<file path="config.mk">
export PLATFORM = sky130hd
export DESIGN_NAME = cnr_routing
export DESIGN_NICKNAME = d
export VERILOG_FILES = /design/src/cnr_pkg.sv /design/src/cnr_routing.sv
export VERILOG_INCLUDE_DIRS = /design/src
export SDC_FILE = /design/constraint.sdc
export NUM_CORES = 1
export LEC_CHECK = 0
export BUFFER_PORTS_ARGS = -buffer_cell sky130_fd_sc_hd__buf_2
export CORE_MARGIN = 3
export CORE_UTILIZATION = 55
export CTS_BUF_LIST = sky130_fd_sc_hd__clkbuf_8
export CTS_CLUSTER_DIAMETER = 60
export DETAILED_ROUTE_END_ITERATION = 10
export MAX_ROUTING_LAYER = met4
export PLACE_DENSITY = 0.83
export SETUP_SLACK_MARGIN = 0.3
export SLEW_MARGIN = 20
export SYNTH_ARGS = -nofsm -noshare
export SYNTH_HDL_FRONTEND = slang
export SYNTH_SLANG_ARGS = --single-unit
</file>
<file path="constraint.sdc">
create_clock -name i_core_clk -period 3.3 [get_ports i_core_clk]
set_clock_uncertainty 0.15 [all_clocks]
set_input_delay 0.495 -clock i_core_clk [delete_from_list [all_inputs] [get_ports i_core_clk]]
set_output_delay 0.495 -clock i_core_clk [all_outputs]
set_load 0.01 [all_outputs]
</file>
<file path="src/cnr_map.svh">
// Constant map for the counter signal routing block: sizes, selector codes, masks and timing.
`ifndef CNR_MAP_SVH
`define CNR_MAP_SVH

// Sizes of the block.
`define CNR_NCTR 4
`define CNR_NPFI 16
`define CNR_SEL_W 6
`define CNR_ROUTE_W 5
`define CNR_NTB 6

// Signal pool positions seen by every selector of a counter.
`define CNR_POOL_PFI 0
`define CNR_POOL_TB 16
`define CNR_POOL_AN_CMP 22
`define CNR_POOL_CHG_DET 23
`define CNR_POOL_AI_REF 24
`define CNR_POOL_AI_START 25
`define CNR_POOL_AO_SCLK 26
`define CNR_POOL_DI_SCLK 27
`define CNR_POOL_DI_REF 28
`define CNR_POOL_DO_SCLK 29
`define CNR_POOL_AI_SCLK 30
`define CNR_POOL_AI_CONV 31
`define CNR_POOL_TC 32
`define CNR_POOL_GATE 36
`define CNR_POOL_INT_OUT 40
`define CNR_POOL_SRC 44
`define CNR_POOL_OWN_GATE 48

// Legal choices of each selector, one bit per pool position.
`define CNR_MASK_SRC 64'h0000_00FF_00FF_FFFF
`define CNR_MASK_GATE 64'h0000_FF00_3FC0_FFFF
`define CNR_MASK_AUX 64'h0001_FFF0_03C0_FFFF
`define CNR_MASK_ENC 64'h0000_0000_0040_FFFF
`define CNR_MASK_ARM 64'h0000_0F00_03C0_FFFF
`define CNR_MASK_SCLK_INT 64'h0000_0000_EC80_0000
`define CNR_MASK_SCLK_EXT 64'h0000_0000_0040_FFFF
// Positions of the selecting counter itself among the other-counter entries.
`define CNR_MASK_SELF 64'h0000_1111_0000_0000

// Terminal output route codes; counter k adds k to the SRC, GATE, Z, SCLK and INT_OUT bases.
`define CNR_ROUTE_NONE 5'h00
`define CNR_ROUTE_SRC 5'h01
`define CNR_ROUTE_GATE 5'h05
`define CNR_ROUTE_Z 5'h09
`define CNR_ROUTE_SCLK 5'h0D
`define CNR_ROUTE_INT_OUT 5'h11
`define CNR_ROUTE_SQWAVE 5'h15

// Digital filter: a terminal level must hold this many clocks before it is accepted.
`define CNR_FILT_CYCLES 2'h3

`endif

</file>
<file path="src/cnr_pkg.sv">
// Types shared by the counter signal routing block and its users.
`include "cnr_map.svh"

package cnr_pkg;

  // Application that a counter performs.
  typedef enum logic [2:0] {
    CNR_PULSE_GEN = 3'h0,
    CNR_ONE_TIME = 3'h1,
    CNR_TWO_TIME = 3'h2,
    CNR_EDGE_NB = 3'h3,
    CNR_EDGE_BUF = 3'h4,
    CNR_TWO_EDGE = 3'h5
  } cnr_mode_e;

  // What an active gate edge does while the counter runs.
  typedef enum logic [1:0] {
    CNR_GATE_NONE = 2'h0,
    CNR_GATE_START = 2'h1,
    CNR_GATE_STOP = 2'h2,
    CNR_GATE_LATCH = 2'h3
  } cnr_gate_act_e;

  // Arm state of a counter.
  typedef enum logic [2:0] {
    CNR_IDLE = 3'b001,
    CNR_WAIT = 3'b010,
    CNR_RUN = 3'b100
  } cnr_fsm_e;

  typedef logic [`CNR_SEL_W-1:0] cnr_sel_t;

  // Per-counter configuration from software.
  typedef struct packed {
    cnr_sel_t src_sel;
    logic src_fall;
    cnr_sel_t gate_sel;
    logic gate_fall;
    cnr_gate_act_e gate_act;
    cnr_sel_t aux_sel;
    cnr_sel_t a_sel;
    cnr_sel_t b_sel;
    cnr_sel_t z_sel;
    cnr_sel_t arm_sel;
    logic hardware_arm_input_en;
    logic sclk_ext;
    cnr_sel_t sclk_int_sel;
    cnr_sel_t sclk_ext_sel;
    logic sclk_fall;
    cnr_mode_e mode;
    logic dir_from_b;
    logic dir_up;
    logic start_req;
    logic out_toggle;
    logic out_pol;
  } cnr_cfg_s;

  // Internal timebases, triggers and events of the device.
  typedef struct packed {
    logic [`CNR_NTB-1:0] tb;
    logic an_cmp;
    logic chg_det;
    logic ai_ref;
    logic ai_start;
    logic ao_sclk;
    logic di_sclk;
    logic di_ref;
    logic do_sclk;
    logic ai_sclk;
    logic ai_conv;
    logic sqwave;
  } cnr_sys_s;

  // Per-counter signals from the counter core.
  typedef struct packed {
    logic terminal_count;
    logic gen_pulse;
    logic buf_full;
  } cnr_core_s;

  // Per-counter signals toward the counter core and software.
  typedef struct packed {
    logic src_tick;
    logic up;
    logic src_is_tb;
    logic gate_start;
    logic gate_stop;
    logic gate_latch;
    logic aux_edge;
    logic a;
    logic b;
    logic z;
    logic armed;
    logic run;
    logic sclk_tick;
    logic overflow;
    logic int_out;
  } cnr_out_s;

  // Per-counter internal state.
  typedef struct packed {
    cnr_fsm_e fsm;
    logic src_lvl;
    logic gate_lvl;
    logic aux_lvl;
    logic arm_lvl;
    logic sclk_lvl;
    logic tog;
  } cnr_ctr_s;

  // Whole state of the block.
  typedef struct packed {
    logic [`CNR_NPFI-1:0] pfi_m;
    logic [`CNR_NPFI-1:0] pfi_s;
    logic [`CNR_NPFI-1:0] pfi_f;
    logic [`CNR_NPFI-1:0][1:0] filt_cnt;
    cnr_ctr_s [`CNR_NCTR-1:0] ctr;
    cnr_out_s [`CNR_NCTR-1:0] out;
    logic [`CNR_NPFI-1:0] pfi_out;
    logic [`CNR_NPFI-1:0] pfi_oe_n;
  } cnr_state_s;

endpackage

</file>
<file path="src/cnr_routing.sv">
// Input selection, arming and output routing for four general-purpose counters.
`timescale 1ns/1ps
`include "cnr_map.svh"

module cnr_routing
  import cnr_pkg::*;
(
  input wire logic i_core_clk,
  input wire logic i_reset,
  input wire logic [`CNR_NPFI-1:0] i_pfi,
  input wire logic i_pfi_filt_en,
  input wire logic [`CNR_NPFI-1:0][`CNR_ROUTE_W-1:0] i_pfi_route,
  input wire cnr_sys_s i_sys,
  input wire cnr_cfg_s [`CNR_NCTR-1:0] i_cfg,
  input wire cnr_core_s [`CNR_NCTR-1:0] i_core,
  input wire logic [`CNR_NCTR-1:0] i_sw_arm,
  input wire logic [`CNR_NCTR-1:0] i_disarm,
  input wire logic [`CNR_NCTR-1:0] i_ovf_clear,
  output cnr_out_s [`CNR_NCTR-1:0] o_ctr,
  output logic [`CNR_NPFI-1:0] o_pfi_out,
  output logic [`CNR_NPFI-1:0] o_pfi_oe_n
);

  // Picks one pool bit; illegal codes and the counter's own slots among the other-counter entries read as low.
  function automatic logic pick(input logic [63:0] pool, input cnr_sel_t code,
                                input logic [63:0] mask, input logic [1:0] self);
    logic [63:0] legal;
    legal = mask & ~(`CNR_MASK_SELF << self);
    return pool[code] & legal[code];
  endfunction

  // Edge of a level against its previous value, rising or falling.
  function automatic logic edge_of(input logic now, input logic old, input logic fall);
    return fall ? (old & ~now) : (now & ~old);
  endfunction

  cnr_state_s s_q;
  cnr_state_s s_d;

  // Next-state logic for the whole block.
  always_comb
  begin
    logic [63:0] pool;
    logic src;
    logic gate;
    logic aux;
    logic arm;
    logic sclk;
    logic src_e;
    logic gate_e;
    logic arm_e;
    logic sclk_e;
    logic gate_wait;
    logic [1:0] self;
    logic [4:0] rt;
    pool = '0;
    src = 1'b0;
    gate = 1'b0;
    aux = 1'b0;
    arm = 1'b0;
    sclk = 1'b0;
    src_e = 1'b0;
    gate_e = 1'b0;
    arm_e = 1'b0;
    sclk_e = 1'b0;
    gate_wait = 1'b0;
    self = 2'h0;
    rt = 5'h00;
    s_d = s_q;
    // Two-flop synchroniser, then a hold filter; only the second flop feeds the filter.
    s_d.pfi_m = i_pfi;
    s_d.pfi_s = s_q.pfi_m;
    for (int p = 0; p < `CNR_NPFI; p++)
    begin
      if (!i_pfi_filt_en || s_q.pfi_s[p] == s_q.pfi_f[p])
      begin
        s_d.pfi_f[p] = s_q.pfi_s[p];
        s_d.filt_cnt[p] = 2'h0;
      end
      else if (s_q.filt_cnt[p] == `CNR_FILT_CYCLES - 2'h1)
      begin
        s_d.pfi_f[p] = s_q.pfi_s[p];
        s_d.filt_cnt[p] = 2'h0;
      end
      else
      begin
        s_d.filt_cnt[p] = s_q.filt_cnt[p] + 2'h1;
      end
    end
    for (int n = 0; n < `CNR_NCTR; n++)
    begin
      self = 2'(n);
      // Pool of candidate signals; other-counter gate, output and source entries are last cycle's levels, terminal counts are live.
      pool = '0;
      pool[`CNR_POOL_PFI +: `CNR_NPFI] = s_q.pfi_f;
      pool[`CNR_POOL_TB +: `CNR_NTB] = i_sys.tb;
      pool[`CNR_POOL_AN_CMP] = i_sys.an_cmp;
      pool[`CNR_POOL_CHG_DET] = i_sys.chg_det;
      pool[`CNR_POOL_AI_REF] = i_sys.ai_ref;
      pool[`CNR_POOL_AI_START] = i_sys.ai_start;
      pool[`CNR_POOL_AO_SCLK] = i_sys.ao_sclk;
      pool[`CNR_POOL_DI_SCLK] = i_sys.di_sclk;
      pool[`CNR_POOL_DI_REF] = i_sys.di_ref;
      pool[`CNR_POOL_DO_SCLK] = i_sys.do_sclk;
      pool[`CNR_POOL_AI_SCLK] = i_sys.ai_sclk;
      pool[`CNR_POOL_AI_CONV] = i_sys.ai_conv;
      for (int k = 0; k < `CNR_NCTR; k++)
      begin
        pool[`CNR_POOL_TC + k] = i_core[k].terminal_count;
        pool[`CNR_POOL_GATE + k] = s_q.ctr[k].gate_lvl;
        pool[`CNR_POOL_INT_OUT + k] = s_q.out[k].int_out;
        pool[`CNR_POOL_SRC + k] = s_q.ctr[k].src_lvl;
      end
      pool[`CNR_POOL_OWN_GATE] = s_q.ctr[n].gate_lvl;
      // Selectors, each with its legal set; a, b and z share the encoder set.
      src = pick(pool, i_cfg[n].src_sel, `CNR_MASK_SRC, self);
      gate = pick(pool, i_cfg[n].gate_sel, `CNR_MASK_GATE, self);
      aux = pick(pool, i_cfg[n].aux_sel, `CNR_MASK_AUX, self);
      arm = pick(pool, i_cfg[n].arm_sel, `CNR_MASK_ARM, self);
      s_d.out[n].a = pick(pool, i_cfg[n].a_sel, `CNR_MASK_ENC, self);
      s_d.out[n].b = pick(pool, i_cfg[n].b_sel, `CNR_MASK_ENC, self);
      s_d.out[n].z = pick(pool, i_cfg[n].z_sel, `CNR_MASK_ENC, self);
      if (i_cfg[n].sclk_ext)
      begin
        sclk = pick(pool, i_cfg[n].sclk_ext_sel, `CNR_MASK_SCLK_EXT, self);
      end
      else
      begin
        sclk = pick(pool, i_cfg[n].sclk_int_sel, `CNR_MASK_SCLK_INT, self);
      end
      src_e = edge_of(src, s_q.ctr[n].src_lvl, i_cfg[n].src_fall);
      gate_e = edge_of(gate, s_q.ctr[n].gate_lvl, i_cfg[n].gate_fall);
      arm_e = edge_of(arm, s_q.ctr[n].arm_lvl, 1'b0);
      sclk_e = edge_of(sclk, s_q.ctr[n].sclk_lvl, i_cfg[n].sclk_fall);
      s_d.ctr[n].src_lvl = src;
      s_d.ctr[n].gate_lvl = gate;
      s_d.ctr[n].aux_lvl = aux;
      s_d.ctr[n].arm_lvl = arm;
      s_d.ctr[n].sclk_lvl = sclk;
      // Pulse-width style measurements, and outputs that want a start trigger, wait for gate.
      gate_wait = (i_cfg[n].mode == CNR_ONE_TIME) ||
                  (i_cfg[n].mode == CNR_PULSE_GEN && i_cfg[n].start_req);
      s_d.out[n].gate_start = 1'b0;
      s_d.out[n].gate_stop = 1'b0;
      s_d.out[n].gate_latch = 1'b0;
      // Arm state machine; disarm wins over everything else.
      case (s_q.ctr[n].fsm)
        CNR_IDLE:
        begin
          if (!i_disarm[n] && (i_sw_arm[n] || (i_cfg[n].hardware_arm_input_en && arm_e)))
          begin
            s_d.ctr[n].fsm = gate_wait ? CNR_WAIT : CNR_RUN;
          end
        end
        CNR_WAIT:
        begin
          if (i_disarm[n])
          begin
            s_d.ctr[n].fsm = CNR_IDLE;
          end
          else if (gate_e)
          begin
            s_d.ctr[n].fsm = CNR_RUN;
            s_d.out[n].gate_start = 1'b1;
          end
        end
        CNR_RUN:
        begin
          if (i_disarm[n])
          begin
            s_d.ctr[n].fsm = CNR_IDLE;
          end
          else if (gate_e)
          begin
            s_d.out[n].gate_start = (i_cfg[n].gate_act == CNR_GATE_START);
            s_d.out[n].gate_stop = (i_cfg[n].gate_act == CNR_GATE_STOP);
            s_d.out[n].gate_latch = (i_cfg[n].gate_act == CNR_GATE_LATCH);
          end
        end
        default:
        begin
          s_d.ctr[n].fsm = CNR_IDLE;
        end
      endcase
      // Counting strobes only flow once the counter runs.
      s_d.out[n].src_tick = (s_q.ctr[n].fsm == CNR_RUN) && src_e;
      s_d.out[n].src_is_tb = (i_cfg[n].mode == CNR_PULSE_GEN) ||
                             (i_cfg[n].mode == CNR_ONE_TIME) ||
                             (i_cfg[n].mode == CNR_TWO_EDGE);
      if (i_cfg[n].dir_from_b &&
          (i_cfg[n].mode == CNR_EDGE_NB || i_cfg[n].mode == CNR_EDGE_BUF))
      begin
        s_d.out[n].up = s_d.out[n].b;
      end
      else
      begin
        s_d.out[n].up = i_cfg[n].dir_up;
      end
      s_d.out[n].aux_edge = (s_q.ctr[n].fsm != CNR_IDLE) &&
                            edge_of(aux, s_q.ctr[n].aux_lvl, 1'b0);
      s_d.out[n].armed = (s_d.ctr[n].fsm != CNR_IDLE);
      s_d.out[n].run = (s_d.ctr[n].fsm == CNR_RUN);
      s_d.out[n].sclk_tick = (s_q.ctr[n].fsm != CNR_IDLE) && sclk_e;
      // Overflow is sticky; a new overflow wins over a clear in the same cycle.
      if (s_d.out[n].sclk_tick && i_core[n].buf_full)
      begin
        s_d.out[n].overflow = 1'b1;
      end
      else if (i_ovf_clear[n])
      begin
        s_d.out[n].overflow = 1'b0;
      end
      // Internal output: generated pulses, or a pulse or toggle on terminal count.
      if (i_core[n].terminal_count)
      begin
        s_d.ctr[n].tog = ~s_q.ctr[n].tog;
      end
      if (i_cfg[n].mode == CNR_PULSE_GEN && !i_cfg[n].out_toggle)
      begin
        s_d.out[n].int_out = i_cfg[n].out_pol ^ i_core[n].gen_pulse;
      end
      else if (i_cfg[n].out_toggle)
      begin
        s_d.out[n].int_out = i_cfg[n].out_pol ^ s_d.ctr[n].tog;
      end
      else
      begin
        s_d.out[n].int_out = i_cfg[n].out_pol ^ i_core[n].terminal_count;
      end
    end
    // Terminal drivers; an unknown route code leaves the terminal undriven.
    for (int p = 0; p < `CNR_NPFI; p++)
    begin
      rt = i_pfi_route[p];
      s_d.pfi_oe_n[p] = 1'b0;
      s_d.pfi_out[p] = 1'b0;
      if (rt >= `CNR_ROUTE_SRC && rt < `CNR_ROUTE_GATE)
      begin
        s_d.pfi_out[p] = s_q.ctr[2'(rt - `CNR_ROUTE_SRC)].src_lvl;
      end
      else if (rt >= `CNR_ROUTE_GATE && rt < `CNR_ROUTE_Z)
      begin
        s_d.pfi_out[p] = s_q.ctr[2'(rt - `CNR_ROUTE_GATE)].gate_lvl;
      end
      else if (rt >= `CNR_ROUTE_Z && rt < `CNR_ROUTE_SCLK)
      begin
        s_d.pfi_out[p] = s_q.out[2'(rt - `CNR_ROUTE_Z)].z;
      end
      else if (rt >= `CNR_ROUTE_SCLK && rt < `CNR_ROUTE_INT_OUT)
      begin
        s_d.pfi_out[p] = ~s_q.ctr[2'(rt - `CNR_ROUTE_SCLK)].sclk_lvl;
      end
      else if (rt >= `CNR_ROUTE_INT_OUT && rt < `CNR_ROUTE_SQWAVE)
      begin
        s_d.pfi_out[p] = s_q.out[2'(rt - `CNR_ROUTE_INT_OUT)].int_out;
      end
      else if (rt == `CNR_ROUTE_SQWAVE)
      begin
        s_d.pfi_out[p] = i_sys.sqwave;
      end
      else
      begin
        s_d.pfi_oe_n[p] = 1'b1;
      end
    end
  end

  // State register; terminals come out of reset undriven and counters disarmed.
  always_ff @(posedge i_core_clk)
  begin
    if (i_reset)
    begin
      s_q <= '0;
      s_q.pfi_oe_n <= '1;
      for (int n = 0; n < `CNR_NCTR; n++)
      begin
        s_q.ctr[n].fsm <= CNR_IDLE;
      end
    end
    else
    begin
      s_q <= s_d;
    end
  end

  assign o_ctr = s_q.out;
  assign o_pfi_out = s_q.pfi_out;
  assign o_pfi_oe_n = s_q.pfi_oe_n;

  // Each check watches a counter or terminal that the bench drives; all instances share logic.
  a_tick_needs_run: assert property (@(posedge i_core_clk) disable iff (i_reset)
    o_ctr[0].src_tick |-> $past(s_q.ctr[0].fsm) == CNR_RUN)
    else $error("Count tick seen while the counter was not running.");

  a_buf_arm_run: assert property (@(posedge i_core_clk) disable iff (i_reset)
    (s_q.ctr[0].fsm == CNR_IDLE && i_sw_arm[0] && !i_disarm[0] &&
     i_cfg[0].mode == CNR_EDGE_BUF) |=> (s_q.ctr[0].fsm == CNR_RUN) && o_ctr[0].run)
    else $error("Buffered edge count did not start on arm.");

  a_width_arm_wait: assert property (@(posedge i_core_clk) disable iff (i_reset)
    (s_q.ctr[2].fsm == CNR_IDLE && i_sw_arm[2] && !i_disarm[2] &&
     i_cfg[2].mode == CNR_ONE_TIME) |=> s_q.ctr[2].fsm == CNR_WAIT ##0 o_ctr[2].armed)
    else $error("Pulse-width measurement did not wait for gate after arm.");

  a_ovf_sticky: assert property (@(posedge i_core_clk) disable iff (i_reset)
    (o_ctr[3].overflow && !i_ovf_clear[3]) |=> o_ctr[3].overflow)
    else $error("Overflow flag dropped without a clear.");

  a_ovf_on_full: assert property (@(posedge i_core_clk) disable iff (i_reset)
    (o_ctr[3].sclk_tick && $past(i_core[3].buf_full)) |-> o_ctr[3].overflow)
    else $error("Sample clock on a full buffer did not flag overflow.");

  a_pfi_idle_oe: assert property (@(posedge i_core_clk) disable iff (i_reset)
    (i_pfi_route[0] == `CNR_ROUTE_NONE) |=> o_pfi_oe_n[0])
    else $error("Unrouted terminal is being driven.");

  a_sclk_invert: assert property (@(posedge i_core_clk) disable iff (i_reset)
    (i_pfi_route[11] == (`CNR_ROUTE_SCLK + 5'h03)) |=>
      (!o_pfi_oe_n[11] && o_pfi_out[11] == !$past(s_q.ctr[3].sclk_lvl)))
    else $error("Sample clock on terminal is not inverted.");

  a_toggle_on_tc: assert property (@(posedge i_core_clk) disable iff (i_reset)
    (i_core[1].terminal_count && i_cfg[1].out_toggle && $past(i_cfg[1].out_toggle) &&
     $stable(i_cfg[1].out_pol)) |=> o_ctr[1].int_out != $past(o_ctr[1].int_out))
    else $error("Internal output did not toggle on terminal count.");

endmodule

</file>
## Yosys cells after proc, flatten, opt, wreduce, memory -nomap -nowiden

Memories as Yosys holds them, arrays and structs flattened.
Cells that the tools add are included.

- Bits in registers: 208
- Bits in read-only memories: 2304
- Bits of input ports: 416
- Output and inout bits: 92
- Word-level logic and storage cells: 1553
- Memories kept: 36

Memory list:

| memory | words | width | rd ports | clocked after Yosys merged registers in | wr ports | line | source |
|---|---|---|---|---|---|---|---|
| (name not given) | 64 | 1 | 1 | 0 | 0 | cnr_routing.sv:29 | `return pool[code] & legal[code];` |
| (name not given) | 64 | 1 | 1 | 0 | 0 | cnr_routing.sv:29 |  |
| (name not given) | 64 | 1 | 1 | 0 | 0 | cnr_routing.sv:29 |  |
| (name not given) | 64 | 1 | 1 | 0 | 0 | cnr_routing.sv:29 |  |
| (name not given) | 64 | 1 | 1 | 0 | 0 | cnr_routing.sv:29 |  |
| (name not given) | 64 | 1 | 1 | 0 | 0 | cnr_routing.sv:29 |  |
| 30 more memories | - | - | - | - | - | - |  |

- $add $sub $neg: 96
- $lt $le $gt $ge: 276
- Eq/ne operators: 100
- Muxes and demuxes: 576
- Bitwise gates (word level): 140
- Reduce and logical (&&, ||, !) cells: 205

Operators with widths:

| cell | count |
|---|---|
| $bmux W15 S2 | 32 |
| $bmux W9 S2 | 48 |
| $mux W1 | 360 |
| $lt A6 B7 Y1 const B | 36 |
| $lt A2 B3 Y1 const B | 80 |
| $bmux W1 S6 | 36 |
| $mux W6 | 32 |
| $ge A5 B4 Y1 const B | 32 |
| $lt A5 B4 Y1 const B | 32 |
| $lt A5 B5 Y1 const B | 32 |
| $sub A2 B1 Y2 const B | 80 |
| $logic_and A1 B1 Y1 | 116 |
| $mux W3 | 28 |
| $eq A5 B5 Y1 const B | 16 |
| $ge A5 B1 Y1 const B | 16 |
| $ge A5 B3 Y1 const B | 16 |
| $ge A5 B5 Y1 const B | 16 |
| $lt A5 B3 Y1 const B | 16 |
| $mux W5 | 16 |
| $and A1 B1 Y1 | 68 |
| $not A1 Y1 | 60 |
| $eq A2 B2 Y1 const B | 24 |
| $eq A3 B3 Y1 const B | 16 |
| $reduce_or A3 Y1 | 16 |
| other kinds (15) | 169 |

## Logic depth before layout (Yosys ltp)

Gate-level depths: netlist (run 1).

- Word-level depth: 10
- Mapped depth: 10
- Mapped depth without buffers: 9

## Worst setup path before layout (run 1)

Ideal clock, no wire load.

- Path kind: input -> register
- Start point: input i_cfg[231] (netlist bit)
- End point: register s_q, in the netlist o_ctr[49]
- Arrival time: 2.350 ns
- Data required time: 3.035 ns
- Setup slack: 0.685 ns
- Cell stages on the path: 8
- Cell sequence: buf_2 mux4_2 nor2b_1 a2111oi_1 nor4b_1 o31ai_1 o21ai_1 and2_1

- Word-level cells in the longest chain between the ends: 10

Ends and longest elaborated chain:

| item | line | source |
|---|---|---|
| from (decl) | cnr_routing.sv:14 | `` input wire cnr_cfg_s [`CNR_NCTR-1:0] i_cfg, `` |
| $mem_v2 Z64 W1 or $bmux W1 S6 (tied branches) | - |  |
| $mux W1 (not written as such) | cnr_routing.sv:29 |  |
| $and A1 B1 Y1 (*) | cnr_routing.sv:29 |  |
| $and A1 B1 Y1 (*) | cnr_routing.sv:34 | `return fall ? (old & ~now) : (now & ~old);` |
| $logic_and A1 B1 Y1 (*) | cnr_routing.sv:150 | `if (!i_disarm[n] && (i_sw_arm[n] \|\| (i_cfg[n].hardware_arm_input_en && arm_e)))` |
| $logic_or A1 B1 Y1 (*) | cnr_routing.sv:150 |  |
| $logic_and A1 B1 Y1 (*) | cnr_routing.sv:150 |  |
| $mux W3 (*) | cnr_routing.sv:150 |  |
| $pmux W3 S3 (*) | cnr_routing.sv:147 | `case (s_q.ctr[n].fsm)` |
| $ne A3 B1 Y1 (*) | cnr_routing.sv:201 | `s_d.out[n].armed = (s_d.ctr[n].fsm != CNR_IDLE);` |
| to (decl) | cnr_routing.sv:37 | `cnr_state_s s_q;` |

Every way passes the cells marked *; elsewhere a longest branch is shown, timed or not. The select of a mux whose other input is x is not followed.
A chain may end at the register's enable or synchronous reset.

## Worst setup path in the final report (run 1)

- Start point: register s_q[167] (netlist bit)
- End point: register s_q, in the netlist o_ctr[31]

- Word-level cells in the longest chain between the ends: 10

Ends and longest elaborated chain:

| item | line | source |
|---|---|---|
| $bmux W1 S6 | cnr_routing.sv:29 |  |
| $mux W1 (not written as such) | cnr_routing.sv:29 |  |
| $and A1 B1 Y1 | cnr_routing.sv:29 |  |
| $mux W1 (*) | cnr_routing.sv:123 | `if (i_cfg[n].sclk_ext)` |
| $not A1 Y1 | cnr_routing.sv:34 |  |
| $and A1 B1 Y1 | cnr_routing.sv:34 |  |
| $mux W1 (*) | cnr_routing.sv:34 |  |
| $logic_and A1 B1 Y1 (*) | cnr_routing.sv:203 | `s_d.out[n].sclk_tick = (s_q.ctr[n].fsm != CNR_IDLE) && sclk_e;` |
| $logic_and A1 B1 Y1 (*) | cnr_routing.sv:205 | `if (s_d.out[n].sclk_tick && i_core[n].buf_full)` |
| $mux W1 or $reduce_bool A2 Y1 (tied branches) | - |  |

Marks and branches as above.

==> flow_metrics.env, run 1 <==
export IMPL_outcome="finished clean"
export IMPL_holdCritPathClass="input port to register"
export IMPL_clk_pin_slew_ns=0.06
export IMPL_pre_cts_slack_ns=0.153
export IMPL_maxSlewHeadroom=0.376
export IMPL_initial_core_util=0.563
export IMPL_leakagePower_nw=9.55
export IMPL_vias_per_cell=6.81
export IMPL_htreeDepth=2
export IMPL_drt_iter0_drc=2102
export IMPL_cts_tree="yes"
export IMPL_swShare=0.317
export IMPL_first_global_vias=19588
export IMPL_final_net_count=2868
export IMPL_tightestPinTransition_ns=0.934
export IMPL_root_buffer="clkbuf_8"
export IMPL_synth_fp_nets=2518
export IMPL_num_rows=69
export IMPL_crit_type="register to register"
export IMPL_seq_area_frac_synth=0.206
export IMPL_yosysWarnings=0
export IMPL_synth_ff_type="dfxtp_1"
export IMPL_fin_ws_ns=0.332
export IMPL_vdd_ir_drop_max_uv=318
export IMPL_min_period_ns=2.97
export IMPL_cp_end_kind="register"
export IMPL_post_drt_wl_per_cell_um=25.5
export IMPL_place_congestion=0.987
export IMPL_rsz0062_at_grt="false"
export IMPL_ys_ff_latch=208
export IMPL_cp_start_kind="register"
export IMPL_fmax_ghz=0.337
export IMPL_portBuffers=507
export IMPL_grt_pass1_wl_mm=112
export IMPL_dp_hpwl_mm=55.6
export IMPL_antenna_found_initial=37
export IMPL_drc_errors=0
export IMPL_avgSynthCellArea_um2=9.74
export IMPL_wl_mm=75.4
export IMPL_n_fill_cell=2853
export IMPL_dr_pass1_iters=6
export IMPL_p_clk_frac=0.380
export IMPL_core_um2=35800
export IMPL_required_ns=3.61
export IMPL_netlist_cell_type_count=78
export IMPL_dieArea_um2=39000
export IMPL_cts_sinks=208
export IMPL_drive_gt1_frac=0.404
export IMPL_cts_buffer_depth=3
export IMPL_total_power_w=0.00784
export IMPL_maxCapViolCount=0
export IMPL_die_width_um=197
export IMPL_cp_max_fo=11
export IMPL_synthCells=2070
export IMPL_vias=20165
export IMPL_postCtsSetupBuffers=0
export IMPL_fin_area_um2=23700
export IMPL_grt_remaining_overflow=0
export IMPL_dpl_cell_area_um2=22300
export IMPL_drv_slew=0
export IMPL_switching_power_w=0.00248
export IMPL_cts_buffers=41
export IMPL_arrival_ns=3.28
export IMPL_period_share=0.899
export IMPL_seq_power_share=0.348
export IMPL_p_int_w=0.00536
export IMPL_netlist_area_um2=20200
export IMPL_chipHeight_um=197
export IMPL_ant_nets=0
export IMPL_synth_edf_count=0
export IMPL_p_comb_frac=0.273
export IMPL_clkLatencyLatePin_ns=0.59
export IMPL_pwr_density_cell_nw_per_um2=330
export IMPL_io_pins=508
export IMPL_setup_viol=0
export IMPL_setup_tns_ns=0
export IMPL_track_usage=0.381
export IMPL_ys_async_sr_fraction=0
export IMPL_hold_violations=0
export IMPL_area_delta_synth_final_pct=17.6
export IMPL_grt_max_degree=71
kinds of logic after synthesis:
family | synth area share
AOI/OAI and AO/OA | 0.126
xor gates and xnor gates | 0.0117
adders and majority gates | 0.0253
buffers and inverters | 0.0858
DFF | 0.206
muxes | 0.375
and+or+nand+nor | 0.170
stage by stage:
step | hold WS, ns | cells | util
5_1_grt | 0.0276 | 2948 | 0.661
3_3_place_gp | 0.233 | 2802 | 0.621
2_1_floorplan | 0.223 | 2070 | -
4_1_cts | 0.00359 | 2911 | 0.657
6_report | 0.0233 | 2961 | 0.662
3_5_place_dp | 0.232 | 2802 | 0.621
placed cells by master, fill, tap and decap left out, types with 32 or more instances in the layout:
master / instances
nor3_1: 42
clkbuf_8: 54
buf_4: 62
nor2_1: 175
mux2i_1: 105
mux2_2: 40
a211oi_1: 36
o21ai_0: 103
dlygate4sd3_1: 36
diode_2: 50
nand2_1: 81
buf_2: 506
nor2b_1: 75
mux4_2: 266
ha_1: 32
a21oi_1: 77
nand2b_1: 40
dfxtp_1: 200
nor4_1: 33
inv_1: 65
worst max-delay path, stage by stage (launching register included):
cell and delay, ns:
dfxtp_1 0.50, mux4_2 0.54, mux4_2 0.47, a21oi_1 0.24, o21ai_1 0.27, mux2i_1 0.31, nor3_1 0.09, a22o_1 0.28
path summary, 6_finish.rpt:
| check | startpoint | to | slack, ns | cells past startpoint |
|---|---|---|---|---|
| max | s_q[167]$_SDFFE_PP0P_ | o_ctr[31]$_SDFFE_PP0P_ | 0.33 | 7 |
| min | i_pfi[9] | s_d[185]$_SDFF_PP0_ | 0.02 | 2 |
| max reg2reg | s_q[167]$_SDFFE_PP0P_ | o_ctr[31]$_SDFFE_PP0P_ | 0.33 | 7 |
| min reg2reg | s_q[122]$_SDFF_PP0_ | o_ctr[53]$_SDFF_PP0_ | 0.23 | 1 |
final cells by class:
type | count | area, um2 | share of cell area
multi-input cells | 1504 | 14300 | 0.603
flip-flops and latches | 208 | 4170 | 0.176
repair buffers | 605 | 3380 | 0.142
clock buffers | 54 | 743 | 0.0313
well taps | 461 | 577 | 0.0243
inverters | 60 | 225 | 0.00950
clock inverters | 19 | 189 | 0.00797
diodes | 50 | 125 | 0.00528
per-layer routing:
layer  global-route usage  routed length [um]
met5                    -                   0
met4                0.206                4580
met3               0.0943               10100
met2                0.606               35600
met1                0.448               25100
cells in the mapped netlist, types with 43 or more instances:
master | number | area [um2]
mux2i_1 | 107 | 1070
dfxtp_1 | 208 | 4160
inv_1 | 60 | 225
clkbuf_1 | 166 | 623
nor3_1 | 43 | 215
nor2_1 | 175 | 657
buf_4 | 95 | 713
mux4_2 | 266 | 5990
o21ai_0 | 104 | 521
a21oi_1 | 77 | 385
nand2_1 | 81 | 304
nor2b_1 | 75 | 469
power groups by stage:
stage	sequential (W)	clock (W)	combinational (W)
after CTS	0.00272	0.00301	0.00209
after floorplan	0.00271	0	0.00137
after detailed placement	0.00277	0	0.00205
final	0.00272	0.00298	0.00214
after global routing	0.00273	0.00313	0.00228
after global placement	0.00276	0	0.00199
repair_timing:
action / CTS / global route
hold buffers: 36 / 0
endpoints found under the setup margin: 10 / 19
resized for setup: 3 / 12
endpoints found under the hold margin: 34 / 0
flip-flops by register name, summed over array words and instances (netlist names):
signal,cells
s_q,100
o_ctr,60
o_pfi_oe_n,16
o_pfi_out,16
s_d,16
Note: power is estimated with default switching activity, not from simulation.
==> run 2: changes to the inputs <==
- CTS_BUF_LIST: sky130_fd_sc_hd__clkbuf_8 -> not set
==> run 2 against run 1 <==
Effect of this change: routed wire length decreased by 0.73%; via count shrank 1.0%; final cell count is 1.2% lower; flip-flop and latch count stayed put; utilization decreased by 0.24 points; hold slack worse by 0.017 ns; clock power is 5% higher; die area stayed put; count of clock-buffer cells in the layout decreased by 19; sequential share of layout area about the same; global-route usage decreased by 0.32 points; worst setup slack better by 0.019 ns.
==> flow_metrics.env, run 2 (same netlist as run 1, synthesis figures left out) <==
export IMPL_outcome="finished clean"
export IMPL_seq_power_share=0.341
export IMPL_chipHeight_um=197
export IMPL_whs_ns=0.00622
export IMPL_cts_tree="yes"
export IMPL_top_register="s_q"
export IMPL_drive_gt1_frac=0.399
export IMPL_area_delta_synth_final_pct=17.2
export IMPL_layout_common_cells="buf_2, mux4_2, dfxtp_1"
export IMPL_maxSlewHeadroom=0.405
export IMPL_swShare=0.313
export IMPL_setup_tns_ns=0
export IMPL_htreeDepth=1
export IMPL_cts_sinks=208
export IMPL_setup_viol=0
export IMPL_cpPeakStageDelay_ns=0.54
export IMPL_period_share=0.894
export IMPL_p_int_w=0.00549
export IMPL_place_congestion=0.987
export IMPL_antenna_found_initial=31
export IMPL_r2r_setup_slack_ns=0.35
export IMPL_dieArea_um2=39000
export IMPL_initial_core_util=0.563
export IMPL_cp_start_kind="register"
export IMPL_holdPathEnd="s_d[187]$_SDFF_PP0_"
export IMPL_num_rows=69
export IMPL_p_clk_frac=0.393
export IMPL_min_period_ns=2.95
export IMPL_cts_buffers=29
export IMPL_total_power_w=0.00800
export IMPL_portBuffers=507
export IMPL_root_buffer="clkbuf_16"
export IMPL_rsz0062_at_grt="true"
export IMPL_required_ns=3.61
export IMPL_first_global_vias=19518
export IMPL_grt_max_degree=71
export IMPL_post_drt_wl_per_cell_um=25.6
export IMPL_hold_start="i_pfi[11]"
export IMPL_crit_type="register to register"
export IMPL_vias=19960
export IMPL_hold_violations=0
export IMPL_layout_commonest_cell="buf_2"
export IMPL_grt_remaining_overflow=0
export IMPL_wl_mm=74.8
export IMPL_clkLatencyLatePin_ns=0.57
export IMPL_multi_input_area_um2=14300
export IMPL_final_net_count=2847
export IMPL_drv_slew=0
export IMPL_holdCritPathClass="input port to register"
export IMPL_cts_buffer_depth=3
export IMPL_cp_end_kind="register"
export IMPL_core_um2=35800
export IMPL_slowest_stage="mux4_2"
export IMPL_dr_pass1_iters=7
export IMPL_die_width_um=197
export IMPL_vias_per_cell=6.83
export IMPL_r2r_cells=7
export IMPL_cpMostUsedCell="mux4_2"
export IMPL_dr_wl_met3_mm=9.34
export IMPL_reg2reg_to="o_ctr[31]$_SDFFE_PP0P_"
export IMPL_track_usage=0.378
export IMPL_leakagePower_nw=9.48
export IMPL_r2r_start="s_q[164]$_SDFFE_PP0P_"
export IMPL_ant_nets=0
export IMPL_p_comb_frac=0.266
export IMPL_seq_area_um2=4170
export IMPL_postCtsSetupBuffers=0
export IMPL_grt_pass1_wl_mm=111
export IMPL_tightestPinTransition_ns=0.891
export IMPL_hold_path_depth=2
export IMPL_wl_met1_mm=25.7
export IMPL_pwr_density_cell_nw_per_um2=338
export IMPL_drt_iter0_drc=1904
export IMPL_clk_pin_slew_ns=0.06
export IMPL_path_cells="mux4_2 -> mux4_2 -> a21oi_1 -> o21ai_1 -> mux2i_1 -> nor3_1 -> a22o_1"
export IMPL_dr_max_layer_used="met4"
export IMPL_switching_power_w=0.00250
export IMPL_io_pins=508
export IMPL_arrival_ns=3.25
export IMPL_fmax_ghz=0.339
export IMPL_wl_met2_mm=35.1
export IMPL_vdd_ir_drop_max_uv=336
export IMPL_drc_errors=0
export IMPL_maxCapViolCount=0
export IMPL_n_fill_cell=2861
export IMPL_largest_reg_flops=100
export IMPL_cp_max_fo=13
export IMPL_dp_hpwl_mm=55.6
[run 2: through the flow]
step	utilization	instances	cell area [um2]	setup WS [ns]
2_1_floorplan	-	2070	20200	0.685
3_3_place_gp	0.621	2802	22300	0.250
3_5_place_dp	0.621	2802	22300	0.153
4_1_cts	0.656	2882	23500	0.332
5_1_grt	0.659	2914	23600	0.272
6_report	0.660	2924	23600	0.351
[run 2: how the worst max path moves through the flow]
| stage | to | startpoint | slack [ns] |
|---|---|---|---|
| after global placement | o_ctr[31]$_SDFFE_PP0P_ | i_cfg[147] | 0.25 |
| after detailed placement | o_ctr[46]$_SDFFE_PP0P_ | i_cfg[216] | 0.15 |
| after floorplan | o_ctr[49]$_SDFF_PP0_ | i_cfg[231] | 0.68 |
| after CTS | s_q[109]$_SDFF_PP0_ | s_q[175]$_SDFFE_PP0P_ | 0.33 |
| final | o_ctr[31]$_SDFFE_PP0P_ | s_q[164]$_SDFFE_PP0P_ | 0.35 |
| after global routing | s_q[127]$_SDFF_PP0_ | s_q[162]$_SDFFE_PP0P_ | 0.27 |
[run 2: power groups by stage]
stage / Clock, W / Sequential, W / Combinational, W
floorplan: 0 / 0.00271 / 0.00137
global placement: 0 / 0.00276 / 0.00199
detailed placement: 0 / 0.00277 / 0.00205
CTS: 0.00318 / 0.00271 / 0.00209
global route: 0.00329 / 0.00273 / 0.00228
finish: 0.00314 / 0.00272 / 0.00213
[run 2: area by class of cell]
type | count | area share
diodes | 42 | 0.00445
clock buffers | 35 | 0.0329
clock inverters | 18 | 0.00800
inverters | 60 | 0.00953
multi-input cells | 1504 | 0.605
flip-flops and latches | 208 | 0.176
well taps | 461 | 0.0244
repair buffers | 596 | 0.139
[run 2: repair_timing]
| action | CTS | global route |
|---|---|---|
| hold buffers | 27 | 0 |
| setup endpoints to repair | 10 | 19 |
| endpoints found under the hold margin | 27 | 0 |
| gates resized for setup | 3 | 7 |
| pin swaps | 0 | 0 |
[run 2: worst max-delay path: cells and delay by family (launching register included)]
| kind | cells | cell delay, ns |
|---|---|---|
| flops | 1 | 0.50 |
| mux | 3 | 1.30 |
| simple gates | 1 | 0.09 |
| compound gates | 3 | 0.79 |
[run 2: per-layer routing]
| metal | GRT usage | up-vias |
|---|---|---|
| li1 | - | 8586 |
| met1 | 0.448 | 9475 |
| met2 | 0.600 | 1569 |
| met3 | 0.0899 | 330 |
| met4 | 0.200 | 0 |
| met5 | - | - |
